<file path="src/rtl/debug_regs_defs.svh">
// offsets, field positions and reset values of the debug register pair
`ifndef DEBUG_REGS_DEFS_SVH
`define DEBUG_REGS_DEFS_SVH
`define REG_NUM_IDENT 4'h0
`define REG_NUM_STATUS 4'h1
`define CHAIN_IDENT 5'h00
`define CHAIN_STATUS 5'h01
`define ID_WATCH_LSB 28
`define ID_BREAK_LSB 24
`define ID_CTX_LSB 20
`define ID_VER_LSB 16
`define ID_VAR_LSB 4
`define ID_REV_LSB 0
`define ST_H2C_FULL 30
`define ST_C2H_FULL 29
`define ST_MON_EN 15
`define ST_HALT_SEL 14
`define ST_EXEC_EN 13
`define ST_USER_DIS 12
`define ST_IRQ_DIS 11
`define ST_ACK_FORCE 10
`define ST_PWR_DIS 9
`define ST_IMPRECISE 7
`define ST_PRECISE 6
`define ST_ENTRY_LSB 2
`define ST_RESTARTED 1
`define ST_HALTED 0
`define ENTRY_RST 4'h0
`define RESTARTED_RST 1'b1
`define CORE_WR_MASK 32'h0000_903C
`define EXT_WR_MASK 32'h0000_6E00
`endif

</file>
<file path="src/rtl/debug_regs_pkg.sv">
// types shared by the debug register pair
package debug_regs_pkg;
    typedef enum logic [3:0] {
        entry_halt_cmd = 4'h0,
        entry_breakpoint = 4'h1,
        entry_watchpoint = 4'h2,
        entry_bkpt_insn = 4'h3,
        entry_ext_request = 4'h4,
        entry_vector_catch = 4'h5,
        entry_data_abort = 4'h6,
        entry_insn_abort = 4'h7
    } entry_cause_e;
    typedef struct packed {
        logic rd;
        logic wr;
        logic user_mode;
        logic [3:0] reg_num;
        logic [31:0] wdata;
    } core_req_s;
    typedef struct packed {
        logic rd;
        logic wr;
        logic [4:0] chain;
        logic [31:0] wdata;
    } ext_req_s;
    typedef enum {st_normal, st_debug, st_exiting} dbg_state_e;
endpackage

</file>
<file path="src/rtl/debug_id_status_control_regs.sv">
// debug identification and status/control registers, core and jtag views
// Function
// - id top nibble: watch pairs minus one
// - id break pair field: six pairs, code five
// - id context-capable break pairs: two, code one
// - id version from parameter; variant, revision from main id
// - id readable externally via chain zero anytime
// - host-to-core full: set host write, core read clears
// - core-to-host full: set core write, host read clears
// - monitor enable core-written; exception needs enable, not halt
// - mode select written only by external debugger
// - execute enable accepts forced instructions in debug state
// - user disable traps unprivileged register access
// - interrupt disable inhibits irq and fiq
// - acknowledge force drives debug acknowledge high
// - powerdown disable output follows its bit
// - sticky imprecise abort cleared by external status read
// - sticky precise abort captures port-issued aborts
// - entry cause field holds the entry reason code written by the core; codes 8 to 15 leave it unchanged
// - restarted bit resets one, low while exiting
// - halted bit high in debug state, resets zero
// - registers reachable by coprocessor and scan chains
`timescale 1ns/1ps
`include "debug_regs_defs.svh"
module debug_id_status_control_regs
    import debug_regs_pkg::*;
#(
    parameter logic [3:0] WATCH_PAIRS = 4'h2,
    parameter logic [3:0] BREAK_PAIRS = 4'h6,
    parameter logic [3:0] CTX_PAIRS = 4'h2,
    parameter logic [3:0] DEBUG_VERSION = 4'h1 // arbitrary value
) (
    input wire logic core_clk,
    input wire logic rst_b,
    input wire logic [31:0] main_id,
    input wire core_req_s core_req,
    output logic [31:0] core_rdata,
    output logic core_undef,
    input wire ext_req_s ext_req,
    output logic [31:0] ext_rdata,
    input wire logic h2c_data_wr,
    input wire logic h2c_data_rd,
    input wire logic c2h_data_wr,
    input wire logic c2h_data_rd,
    input wire logic imprecise_abort,
    input wire logic precise_abort,
    input wire logic debug_event,
    input wire logic enter_debug,
    input wire logic exit_start,
    input wire logic exit_done,
    input wire logic irq_in,
    input wire logic fiq_in,
    input wire logic core_debug_ack,
    output logic irq_out,
    output logic fiq_out,
    output logic debug_acknowledge_out,
    output logic powerdown_disable_out,
    output logic debug_exception,
    output logic halt_request,
    output logic forced_exec_ok,
    output logic host_to_core_full,
    output logic core_to_host_full
);
    logic [31:0] ctrl_ff, nxt_ctrl;
    logic h2c_ff, nxt_h2c, c2h_ff, nxt_c2h;
    logic imp_ff, nxt_imp, pre_ff, nxt_pre;
    dbg_state_e state_ff, nxt_state;
    logic [31:0] ident, status, nxt_core_rdata, nxt_ext_rdata;
    logic core_id_hit, core_st_hit, core_ok, ext_st_rd;
    logic nxt_undef;

    // identification word built from configuration and main id
    assign ident = {WATCH_PAIRS - 4'h1,
                    BREAK_PAIRS - 4'h1,
                    CTX_PAIRS - 4'h1,
                    DEBUG_VERSION, 8'h00,
                    main_id[23:20], main_id[3:0]};

    // status word; reserved bits are zero
    always_comb begin
        status = 32'h0000_0000;
        status[15:2] = ctrl_ff[15:2];
        status[`ST_H2C_FULL] = h2c_ff;
        status[`ST_C2H_FULL] = c2h_ff;
        status[`ST_IMPRECISE] = imp_ff;
        status[`ST_PRECISE] = pre_ff;
        status[`ST_RESTARTED] = (state_ff != st_exiting);
        status[`ST_HALTED] = (state_ff == st_debug);
    end

    // core access decode, user trap
    assign core_id_hit = core_req.reg_num == `REG_NUM_IDENT;
    assign core_st_hit = core_req.reg_num == `REG_NUM_STATUS;
    assign core_ok = !(core_req.user_mode && ctrl_ff[`ST_USER_DIS]);
    assign ext_st_rd = ext_req.rd && ext_req.chain == `CHAIN_STATUS;

    // control bits, each side writes only its own bits
    always_comb begin
        nxt_ctrl = ctrl_ff;
        nxt_undef = 1'b0;
        if ((core_req.rd || core_req.wr) && !core_ok) begin
            nxt_undef = 1'b1;
        end else if (core_req.wr && core_st_hit) begin
            nxt_ctrl = (ctrl_ff & ~`CORE_WR_MASK) |
                (core_req.wdata & `CORE_WR_MASK);
            if (core_req.wdata[5]) begin
                nxt_ctrl[5:2] = ctrl_ff[5:2]; // reserved codes
            end
        end
        if (ext_req.wr && ext_req.chain == `CHAIN_STATUS) begin
            nxt_ctrl = (nxt_ctrl & ~`EXT_WR_MASK) |
                (ext_req.wdata & `EXT_WR_MASK);
        end
    end

    // channel full flags and sticky aborts; set wins over clear
    always_comb begin
        nxt_h2c = h2c_ff;
        nxt_c2h = c2h_ff;
        nxt_imp = imp_ff;
        nxt_pre = pre_ff;
        if (h2c_data_rd) nxt_h2c = 1'b0;
        if (h2c_data_wr) nxt_h2c = 1'b1;
        if (c2h_data_rd) nxt_c2h = 1'b0;
        if (c2h_data_wr) nxt_c2h = 1'b1;
        if (ext_st_rd) begin
            nxt_imp = 1'b0;
            nxt_pre = 1'b0;
        end
        if (imprecise_abort) nxt_imp = 1'b1;
        if (precise_abort && ctrl_ff[`ST_EXEC_EN]) nxt_pre = 1'b1;
    end

    // debug state tracking
    always_comb begin
        nxt_state = state_ff;
        unique case (state_ff)
            st_normal: if (enter_debug) nxt_state = st_debug;
            st_debug: if (exit_start) nxt_state = st_exiting;
            st_exiting: if (exit_done) nxt_state = st_normal;
        endcase
    end

    // read data for both sides
    always_comb begin
        nxt_core_rdata = 32'h0000_0000;
        nxt_ext_rdata = 32'h0000_0000;
        if (core_req.rd && core_ok && core_id_hit) nxt_core_rdata = ident;
        if (core_req.rd && core_ok && core_st_hit) nxt_core_rdata = status;
        if (ext_req.rd && ext_req.chain == `CHAIN_IDENT) begin
            nxt_ext_rdata = ident;
        end
        if (ext_st_rd) nxt_ext_rdata = status;
    end

    // register all state
    always_ff @(posedge core_clk or negedge rst_b) begin
        if (!rst_b) begin
            ctrl_ff <= 32'h0000_0000;
            h2c_ff <= 1'b0;
            c2h_ff <= 1'b0;
            imp_ff <= 1'b0;
            pre_ff <= 1'b0;
            state_ff <= st_normal;
            core_rdata <= 32'h0000_0000;
            ext_rdata <= 32'h0000_0000;
            core_undef <= 1'b0;
        end else begin
            ctrl_ff <= nxt_ctrl;
            h2c_ff <= nxt_h2c;
            c2h_ff <= nxt_c2h;
            imp_ff <= nxt_imp;
            pre_ff <= nxt_pre;
            state_ff <= nxt_state;
            core_rdata <= nxt_core_rdata;
            ext_rdata <= nxt_ext_rdata;
            core_undef <= nxt_undef;
        end
    end

    // control outputs
    assign irq_out = irq_in && !ctrl_ff[`ST_IRQ_DIS];
    assign fiq_out = fiq_in && !ctrl_ff[`ST_IRQ_DIS];
    assign debug_acknowledge_out = core_debug_ack ||
        ctrl_ff[`ST_ACK_FORCE];
    assign powerdown_disable_out = ctrl_ff[`ST_PWR_DIS];
    assign debug_exception = debug_event && ctrl_ff[`ST_MON_EN] &&
        !ctrl_ff[`ST_HALT_SEL];
    assign halt_request = debug_event && ctrl_ff[`ST_HALT_SEL];
    assign forced_exec_ok = ctrl_ff[`ST_EXEC_EN] &&
        (state_ff == st_debug);
    assign host_to_core_full = h2c_ff;
    assign core_to_host_full = c2h_ff;

    // checks on register contents and control outputs
    AST_ID_CONST: assert property (@(posedge core_clk) disable iff (!rst_b)
        ext_req.rd && ext_req.chain == `CHAIN_IDENT |=> ext_rdata[31:20] ==
        {WATCH_PAIRS - 4'h1, BREAK_PAIRS - 4'h1, CTX_PAIRS - 4'h1})
        else $error("ident fields wrong");

    AST_BREAK_FIELD: assert property (@(posedge core_clk) disable iff (!rst_b)
        ext_req.rd && ext_req.chain == `CHAIN_IDENT
        |=> ext_rdata[27:24] == BREAK_PAIRS - 4'h1 && ext_rdata[27:24] != 4'h0)
        else $error("break pair field wrong");

    AST_CTX_FIELD: assert property (@(posedge core_clk) disable iff (!rst_b)
        core_req.rd && core_ok && core_id_hit
        |=> core_rdata[23:20] == CTX_PAIRS - 4'h1)
        else $error("context pair field wrong");

    AST_ID_MAIN: assert property (@(posedge core_clk) disable iff (!rst_b)
        core_req.rd && core_ok && core_id_hit
        |=> core_rdata[7:0] == {$past(main_id[23:20]), $past(main_id[3:0])})
        else $error("variant or revision wrong");

    AST_EXT_ID_ANY: assert property (@(posedge core_clk) disable iff (!rst_b)
        ext_req.rd && ext_req.chain == `CHAIN_IDENT
        |=> ext_rdata[19:16] == DEBUG_VERSION)
        else $error("external ident read wrong");

    AST_H2C_SET: assert property (@(posedge core_clk) disable iff (!rst_b)
        h2c_data_wr |=> host_to_core_full)
        else $error("h2c full not set");

    AST_H2C_CLR: assert property (@(posedge core_clk) disable iff (!rst_b)
        h2c_data_rd && !h2c_data_wr
        |=> !host_to_core_full)
        else $error("h2c full not cleared");

    AST_C2H_SET: assert property (@(posedge core_clk) disable iff (!rst_b)
        c2h_data_wr
        |=> core_to_host_full)
        else $error("c2h full not set");

    AST_C2H_CLR: assert property (@(posedge core_clk) disable iff (!rst_b)
        c2h_data_rd && !c2h_data_wr |=> !core_to_host_full)
        else $error("c2h full not cleared");

    AST_MON_EXC: assert property (@(posedge core_clk) disable iff (!rst_b)
        debug_exception |-> status[15:14] == 2'b10)
        else $error("exception outside monitor mode");

    AST_HALT_REQ: assert property (@(posedge core_clk) disable iff (!rst_b)
        debug_event && status[`ST_HALT_SEL]
        |-> halt_request && !debug_exception)
        else $error("halt mode event misrouted");

    AST_EXEC_OK: assert property (@(posedge core_clk) disable iff (!rst_b)
        forced_exec_ok
        |-> status[`ST_EXEC_EN] && status[`ST_HALTED])
        else $error("forced execution outside debug state");

    AST_USER_TRAP: assert property (@(posedge core_clk) disable iff (!rst_b)
        core_req.rd && core_req.user_mode && status[`ST_USER_DIS]
        |=> core_undef && core_rdata == 32'h0000_0000)
        else $error("user access not trapped");

    AST_IRQ_MASK: assert property (@(posedge core_clk) disable iff (!rst_b)
        status[`ST_IRQ_DIS] |-> !irq_out && !fiq_out)
        else $error("interrupt not inhibited");

    AST_ACK_FORCE: assert property (@(posedge core_clk) disable iff (!rst_b)
        status[`ST_ACK_FORCE]
        |-> debug_acknowledge_out)
        else $error("acknowledge not forced");

    AST_PWR_PIN: assert property (@(posedge core_clk) disable iff (!rst_b)
        powerdown_disable_out
        == status[`ST_PWR_DIS])
        else $error("powerdown pin mismatch");

    AST_ABORT_CLR: assert property (@(posedge core_clk) disable iff (!rst_b)
        ext_st_rd && !imprecise_abort |=> !status[`ST_IMPRECISE])
        else $error("sticky abort not cleared");

    AST_PRECISE_SET: assert property (@(posedge core_clk) disable iff (!rst_b)
        precise_abort && status[`ST_EXEC_EN]
        |=> status[`ST_PRECISE])
        else $error("precise abort not captured");

    AST_ENTRY_RSV: assert property (@(posedge core_clk) disable iff (!rst_b)
        core_req.wr && core_ok && core_st_hit && core_req.wdata[5]
        |=> status[5:2] == $past(status[5:2]))
        else $error("reserved entry code accepted");

    AST_RESTART: assert property (@(posedge core_clk) disable iff (!rst_b)
        state_ff == st_debug && exit_start |=> !status[`ST_RESTARTED]
        && !status[`ST_HALTED])
        else $error("restart bit wrong on exit");

    AST_HALTED: assert property (@(posedge core_clk) disable iff (!rst_b)
        enter_debug && state_ff == st_normal
        |=> status[`ST_HALTED])
        else $error("halted bit not set");

    AST_ST_READ: assert property (@(posedge core_clk) disable iff (!rst_b)
        core_req.rd && core_ok && core_st_hit
        |=> core_rdata == $past(status))
        else $error("status read wrong");

    AST_RSVD_ZERO: assert property (@(posedge core_clk) disable iff (!rst_b)
        !status[31] && status[28:16] == 13'h0000
        && !status[8])
        else $error("reserved bit set");

    AST_CORE_RO: assert property (@(posedge core_clk) disable iff (!rst_b)
        core_req.wr && !(ext_req.wr && ext_req.chain == `CHAIN_STATUS)
        |=> $stable(status[14:9]) || $past(core_req.wdata[12]) !=
        $past(status[12]))
        else $error("core changed external bit");
endmodule

</file>
<file path="config.mk">
export PLATFORM = sky130hd
export DESIGN_NAME = debug_id_status_control_regs
export DESIGN_NICKNAME = d
export VERILOG_FILES = /design/src/rtl/debug_regs_pkg.sv /design/src/rtl/debug_id_status_control_regs.sv
export VERILOG_INCLUDE_DIRS = /design/src /design/src/rtl
export SDC_FILE = /design/constraint.sdc
export NUM_CORES = 1
export LEC_CHECK = 0
export BUFFER_PORTS_ARGS = -buffer_cell sky130_fd_sc_hd__buf_2
export CORE_MARGIN = 2
export CORE_UTILIZATION = 38
export DETAILED_ROUTE_END_ITERATION = 10
export PLACE_DENSITY_LB_ADDON = 0.15
export SETUP_SLACK_MARGIN = 0.2
export SYNTH_ARGS = -nofsm -noshare
export SYNTH_HDL_FRONTEND = slang
export SYNTH_SLANG_ARGS = --single-unit
</file>
<file path="constraint.sdc">
create_clock -name core_clk -period 2.31 [get_ports core_clk]
set_clock_uncertainty 0.05 [all_clocks]
set_input_delay 0.462 -clock core_clk [delete_from_list [all_inputs] [get_ports core_clk]]
set_output_delay 0.462 -clock core_clk [all_outputs]
set_load 0.05 [all_outputs]
</file>
==> results.yml, run 1 <==
outcome:
  status: "finished, final reports clean"
die:
  effective_utilization_at_floorplan: 0.392
  floorplan.rows: 28
  height_of_the_die_um: 81.9
  die-width_um: 81.9
  core-area_sq_um: 5890
  die-area_sq_um: 6700
  io_pins: 199
setup_path:
  crit_required_ps: 1800
  critPathMaxStageDelay_ps: 400
  path_cells: "inv_1, ha_1, and2_1, buf_2"
  worst-path-max-fanout: 4
  worst_ep_arrival_time_ps: 1420
  startpoint_type: "flip-flop"
  worstSetupPathType: "flip-flop to output port"
  critical_path.endpoint_type: "output port"
  critPathSlowestCell: "sky130_fd_sc_hd__dfrtp_1"
global_routing:
  grt_max_degree: 55
  via_count_of_the_first_global_routing_pass: 1412
  grt_pass1_wl_mm: 7.00
  antenna_found_initial: 0
  global_route.usage.total: 0.142
  overflow: 0
final_layout:
  finalCoreUtilization: 0.492
  antenna_cells_inserted: 0
  register_area_sq_um: 1350
  nNetsFinal: 409
  area_delta_synth_final_pct: 25.6
  final_cell_mix: "sky130_fd_sc_hd__buf_2 (101), sky130_fd_sc_hd__dfrtp_1 (54), sky130_fd_sc_hd__conb_1 (20), sky130_fd_sc_hd__and2_1 (11)"
  share_of_layout_cells_above_drive_strength_1: 0.468
  final_common_cell: "sky130_fd_sc_hd__buf_2"
  fin_cells: 355
  multi_input_comb_area_sq_um: 768
  final.fill_count: 555
placed_design:
  gp_congestion: 0.737
  port_buffers: 101
  detailedPlacementHpwl_mm: 3.44
  placed_cells_incl_taps: 348
route:
  post_drt_wl_per_cell_um: 13.1
  total_wire_length_mm: 4.64
  initialDrtViolationCount: 48
  via_count: 1563
  firstDrtPassIters: 4
  vias_per_cell: 4.40
  top_layer_used: "met4"
  length_of_routed_met2_wiring_mm: 2.35
  met3_length_um: 344
  drc: 0
  drt-met1-wl_mm: 1.91
  antenna_left: 0
clocking:
  root_buffer: "sky130_fd_sc_hd__clkbuf_8"
  insertion_delay_ps: 300
  post_cts.repair.setup_buffers: 0
  clk_pin_slew_worst_paths_ps: 90
  ctsHtreeMaxLevel: 2
  tritoncts: "yes"
  cts.path.max_buffers: 2
  cts_hold_buffers: 0
  cts_sinks: 54
  ctsResizeCount: 0
  numCtsBuffers: 5
sta:
  finalHoldWorstSlack_ps: 219
  report.final.slew_viol_count: 0
  worst_margin_slew_ps: 671
  report.final.hold_viol_count: 0
  setup_viol: 0
  max_slew_margin: 0.553
  period_needed_ps: 1930
  finalSetupTns_ps: 0
  clock.fmax_mhz: 518
  layout_worst_path_cycle_share: 0.836
  grt_setup_unrepaired: "no"
synth:
  yosys_warnings: 0
  synth-seq-cells: 54
  synthesis.area_sq_um: 2300
  synthesis.area_per_instance_sq_um: 12.7
  ys_seq_area_frac: 0.586
  number_of_different_library_cells_in_the_post_synthesis_netlist: 32
  syn_inst: 181
worst_hold_path:
  holdCritPathClass: "primary input to asynchronous set/reset pin"
power_and_ir_drop:
  pd_cells_nw_per_um2: 762
  p_leak_uw: 0.00172
  ir_worst_vdd_mv: 0.302
flow_run:
  max_cap_viol_count: 0
## path summary, 6_finish.rpt
path | from | end | slack [ps] | depth (start not counted)
setup / recovery | state_ff[1]$_DFFE_PN0P_ | forced_exec_ok | 380 | 4
min in group core_clk | c2h_data_wr | core_to_host_full$_DFFE_PN0P_ | 290 | 2
hold / removal | rst_b | core_rdata[3]$_DFF_PN0_ | 220 | 2
setup reg to reg | ctrl_ff[12]$_DFFE_PN0P_ | ctrl_ff[4]$_DFFE_PN0P_ | 530 | 3
max in group asynchronous | rst_b | ext_rdata[10]$_DFF_PN0_ | 1540 | 2
hold reg to reg | imp_ff$_DFFE_PN0P_ | imp_ff$_DFFE_PN0P_ | 470 | 1
## per-stage QoR
stage / cell area (sq um) / power (uW) / setup WS, ps
after floorplan: 2380 / 1470 / 513
after global placement: 2780 / 1580 / 357
after detailed placement: 2780 / 1590 / 348
after CTS: 2900 / 2230 / 380
after global routing: 2900 / 2320 / 295
final: 2900 / 2210 / 380
## routing by layer
metal | GRT usage | up-vias
li1 | - | 756
met1 | 0.173 | 730
met2 | 0.247 | 75
met3 | 0.0330 | 2
met4 | 0.0500 | 0
met5 | 0 | -
## worst max-delay path: cells and delay by family (launching register included)
kind | cells | cell delay, ps
adder cells (fa/ha/maj) | 1 | 220
buffers and inverters | 2 | 350
flip-flops | 1 | 400
AND/OR/NAND/NOR | 1 | 140
## registers in the layout, summed over array words and instances (netlist names)
register           count
core_rdata            18
ext_rdata             18
ctrl_ff               11
state_ff               2
core_to_host_full      1
core_undef             1
host_to_core_full      1
imp_ff                 1
pre_ff                 1
## cell families after synthesis
family,count (synthesis),share of synthesized area
muxes,19,0.0934
AOI/OAI and AO/OA,16,0.0603
and+or+nand+nor,47,0.125
DFF,54,0.586
adders and majority gates,4,0.0217
other,1,0.00163
buffers and inverters,40,0.111
## report_power, final
group          total [uW]  leakage (uW)  switching, uW  internal (uW)
Combinational         494      0.000947            327            167
Sequential           1070      0.000719           60.6           1010
Clock                 637     0.0000573            290            347
## layout make-up
cell class              instances  share of cell area
inverters                       7             0.00908
well taps                      75              0.0324
clock inverters                 1              0.0104
multi-input cells             106               0.265
repair buffers                106               0.188
clock buffers                   6              0.0285
flip-flops and latches         54               0.467
## cells in the mapped netlist (all sizes together)
master | count | area, sq um
mux2 | 11 | 135
and2 | 12 | 76.3
inv | 7 | 26.3
o211a | 1 | 10.0
a21o | 3 | 22.5
nor3b | 1 | 7.51
or2 | 1 | 6.26
nand2 | 2 | 7.51
a211o | 1 | 10.0
nor2 | 10 | 37.5
a22o | 8 | 70.1
clkbuf | 4 | 15.0
conb | 1 | 3.75
mux2i | 8 | 80.1
nor2b | 4 | 32.5
o2bb2ai | 1 | 8.76
buf | 29 | 215
a222oi | 1 | 10.0
or4 | 1 | 11.3
nor3 | 3 | 20.0
and3 | 10 | 62.6
or3b | 1 | 8.76
ha | 4 | 50.1
a211oi | 1 | 7.51
nand3 | 1 | 5.00
or4b | 1 | 13.8
dfrtp | 54 | 1350
(Power assumes the default switching activity.)
==> inputs of run 2 (changes only) <==
CORE_UTILIZATION = 34   (was 38)
clock period = 1.7 ns   (was 2.31 ns; I/O delays follow)
==> results.yml, run 2 (synthesized netlist as in run 1, its figures left out) <==
setup_path:
  worstSetupPathType: "flip-flop to flip-flop"
  critical_path_buf_inv_count: 0
  crit_required_ps: 1840
  path_cells: "a211o_2, or4_4, mux2_4"
  worst_ep_arrival_time_ps: 1860
  worst-path-max-fanout: 4
  critical_path.endpoint_type: "flip-flop"
  critPathMaxStageDelay_ps: 540
  reg2reg_setup_slack_ps: -20
  critPathSlowestCell: "sky130_fd_sc_hd__or4_4"
  critical_path.top_delay_family: "simple AND/OR/NAND/NOR gates"
  startpoint_type: "flip-flop"
die:
  die-width_um: 86.3
  core-area_sq_um: 6680
  floorplan.rows: 30
  io_pins: 199
  effective_utilization_at_floorplan: 0.345
  height_of_the_die_um: 86.3
  die-area_sq_um: 7450
placed_design:
  port_buffers: 101
  detailed_place.area_sq_um: 2890
  detailedPlacementHpwl_mm: 3.62
  dpl_worst_slack_ps: -126
  placed_cells_incl_taps: 361
  gp_congestion: 0.664
global_routing:
  grt_pass1_wl_mm: 7.72
  grt_max_degree: 55
  antenna_found_initial: 0
  global_route.usage.total: 0.136
  overflow: 0
  via_count_of_the_first_global_routing_pass: 1461
power_and_ir_drop:
  power.switching_uw: 1000
  power_frac_clock: 0.271
  power_frac_comb: 0.269
  seqPwrFrac: 0.460
  cell_internal_power_dissipation_uw: 2170
  ir_worst_vdd_mv: 0.460
  switching_share: 0.316
  pd_cells_nw_per_um2: 1000
  p_leak_uw: 0.00182
clocking:
  root_buffer: "sky130_fd_sc_hd__clkbuf_8"
  tritoncts: "yes"
  ctsHtreeMaxLevel: 2
  insertion_delay_ps: 300
  clk_pin_slew_worst_paths_ps: 100
  cts_sinks: 54
  numCtsBuffers: 5
  cts.path.max_buffers: 2
final_layout:
  biggestRegsByFlops: "core_rdata: 18 flops, ext_rdata: 18 flops, ctrl_ff: 11 flops"
  share_of_layout_cells_above_drive_strength_1: 0.551
  design_area_sq_um: 3170
  finalCoreUtilization: 0.474
  area_delta_synth_final_pct: 37.4
  final_cell_mix: "sky130_fd_sc_hd__buf_2 (95), sky130_fd_sc_hd__dfrtp_1 (54), sky130_fd_sc_hd__conb_1 (20), sky130_fd_sc_hd__buf_4 (14), sky130_fd_sc_hd__and2_1 (10)"
  fin_cells: 374
  nNetsFinal: 422
  final_common_cell: "sky130_fd_sc_hd__buf_2"
  antenna_cells_inserted: 0
route:
  firstDrtPassIters: 6
  antenna_left: 0
  post_drt_wl_per_cell_um: 13.3
  total_wire_length_mm: 4.97
  drc: 0
  via_count: 1624
  vias_per_cell: 4.34
  initialDrtViolationCount: 34
sta:
  report.final.hold_viol_count: 0
  clock.fmax_mhz: 583
  layout_worst_path_cycle_share: 1.01
  report.final.slew_viol_count: 0
  final_worst_setup_slack_ps: -15.2
  grt_setup_unrepaired: "yes"
  setup_viol: 3
  period_needed_ps: 1720
outcome:
  status: "complete, but fails checks"
  violations_in_the_final_reports: "negative setup slack"
flow_run:
  max_cap_viol_count: 0
worst_hold_path:
  holdCritPathClass: "primary input to flip-flop"
-- run 2: path summary, 6_finish.rpt --
| check | startpoint | endpoint | depth (start not counted) |
|---|---|---|---|
| min in group asynchronous | rst_b | core_rdata[28]$_DFF_PN0_ | 3 |
| max in group asynchronous | rst_b | ctrl_ff[13]$_DFFE_PN0P_ | 3 |
| worst min register to register | imp_ff$_DFFE_PN0P_ | imp_ff$_DFFE_PN0P_ | 1 |
| worst max-delay path | ctrl_ff[12]$_DFFE_PN0P_ | ctrl_ff[4]$_DFFE_PN0P_ | 3 |
| worst max register to register | ctrl_ff[12]$_DFFE_PN0P_ | ctrl_ff[4]$_DFFE_PN0P_ | 3 |
| worst min-delay path | c2h_data_wr | core_to_host_full$_DFFE_PN0P_ | 2 |
-- run 2: final cells by class --
| type | instances | area [sq um] |
|---|---|---|
| Inverter | 7 | 26.3 |
| Multi-Input combinational cell | 106 | 858 |
| Tap cell | 80 | 100 |
| Fill cell | 636 | 3510 |
| Sequential cell | 54 | 1350 |
| Timing Repair Buffer | 119 | 717 |
| Clock inverter | 3 | 45.0 |
| Clock buffer | 5 | 68.8 |
-- run 2: metal layers --
metal	global-route usage	vias up	part of all wire
li1	-	781	-
met1	0.184	764	0.43
met2	0.218	73	0.49
met3	0.0286	6	0.063
met4	0.0469	0	0.014
met5	0	-	0
-- run 2: power groups by stage --
stage / Sequential, uW / Clock, uW / Combinational [uW]
2_1_floorplan: 1550 / 0 / 482
3_3_place_gp: 1490 / 0 / 734
3_5_place_dp: 1490 / 0 / 742
4_1_cts: 1460 / 897 / 839
5_1_grt: 1480 / 946 / 928
6_report: 1460 / 863 / 855
-- run 2: through the flow --
stage	hold WS (ps)	setup TNS [ps]	total power, uW
final	153	-38.8	3180
after global routing	156	-224	3350
after CTS	145	-83.6	3200
after detailed placement	310	-907	2230
after global placement	308	-919	2220
after floorplan	-5.59	0	2030
-- run 2: repair_timing --
action	CTS	global route
hold endpoints to repair	54	0
pin swaps	8	1
buffers inserted	3	1
hold buffers	1	0
setup endpoints to repair	20	32
gates resized for setup	21	17
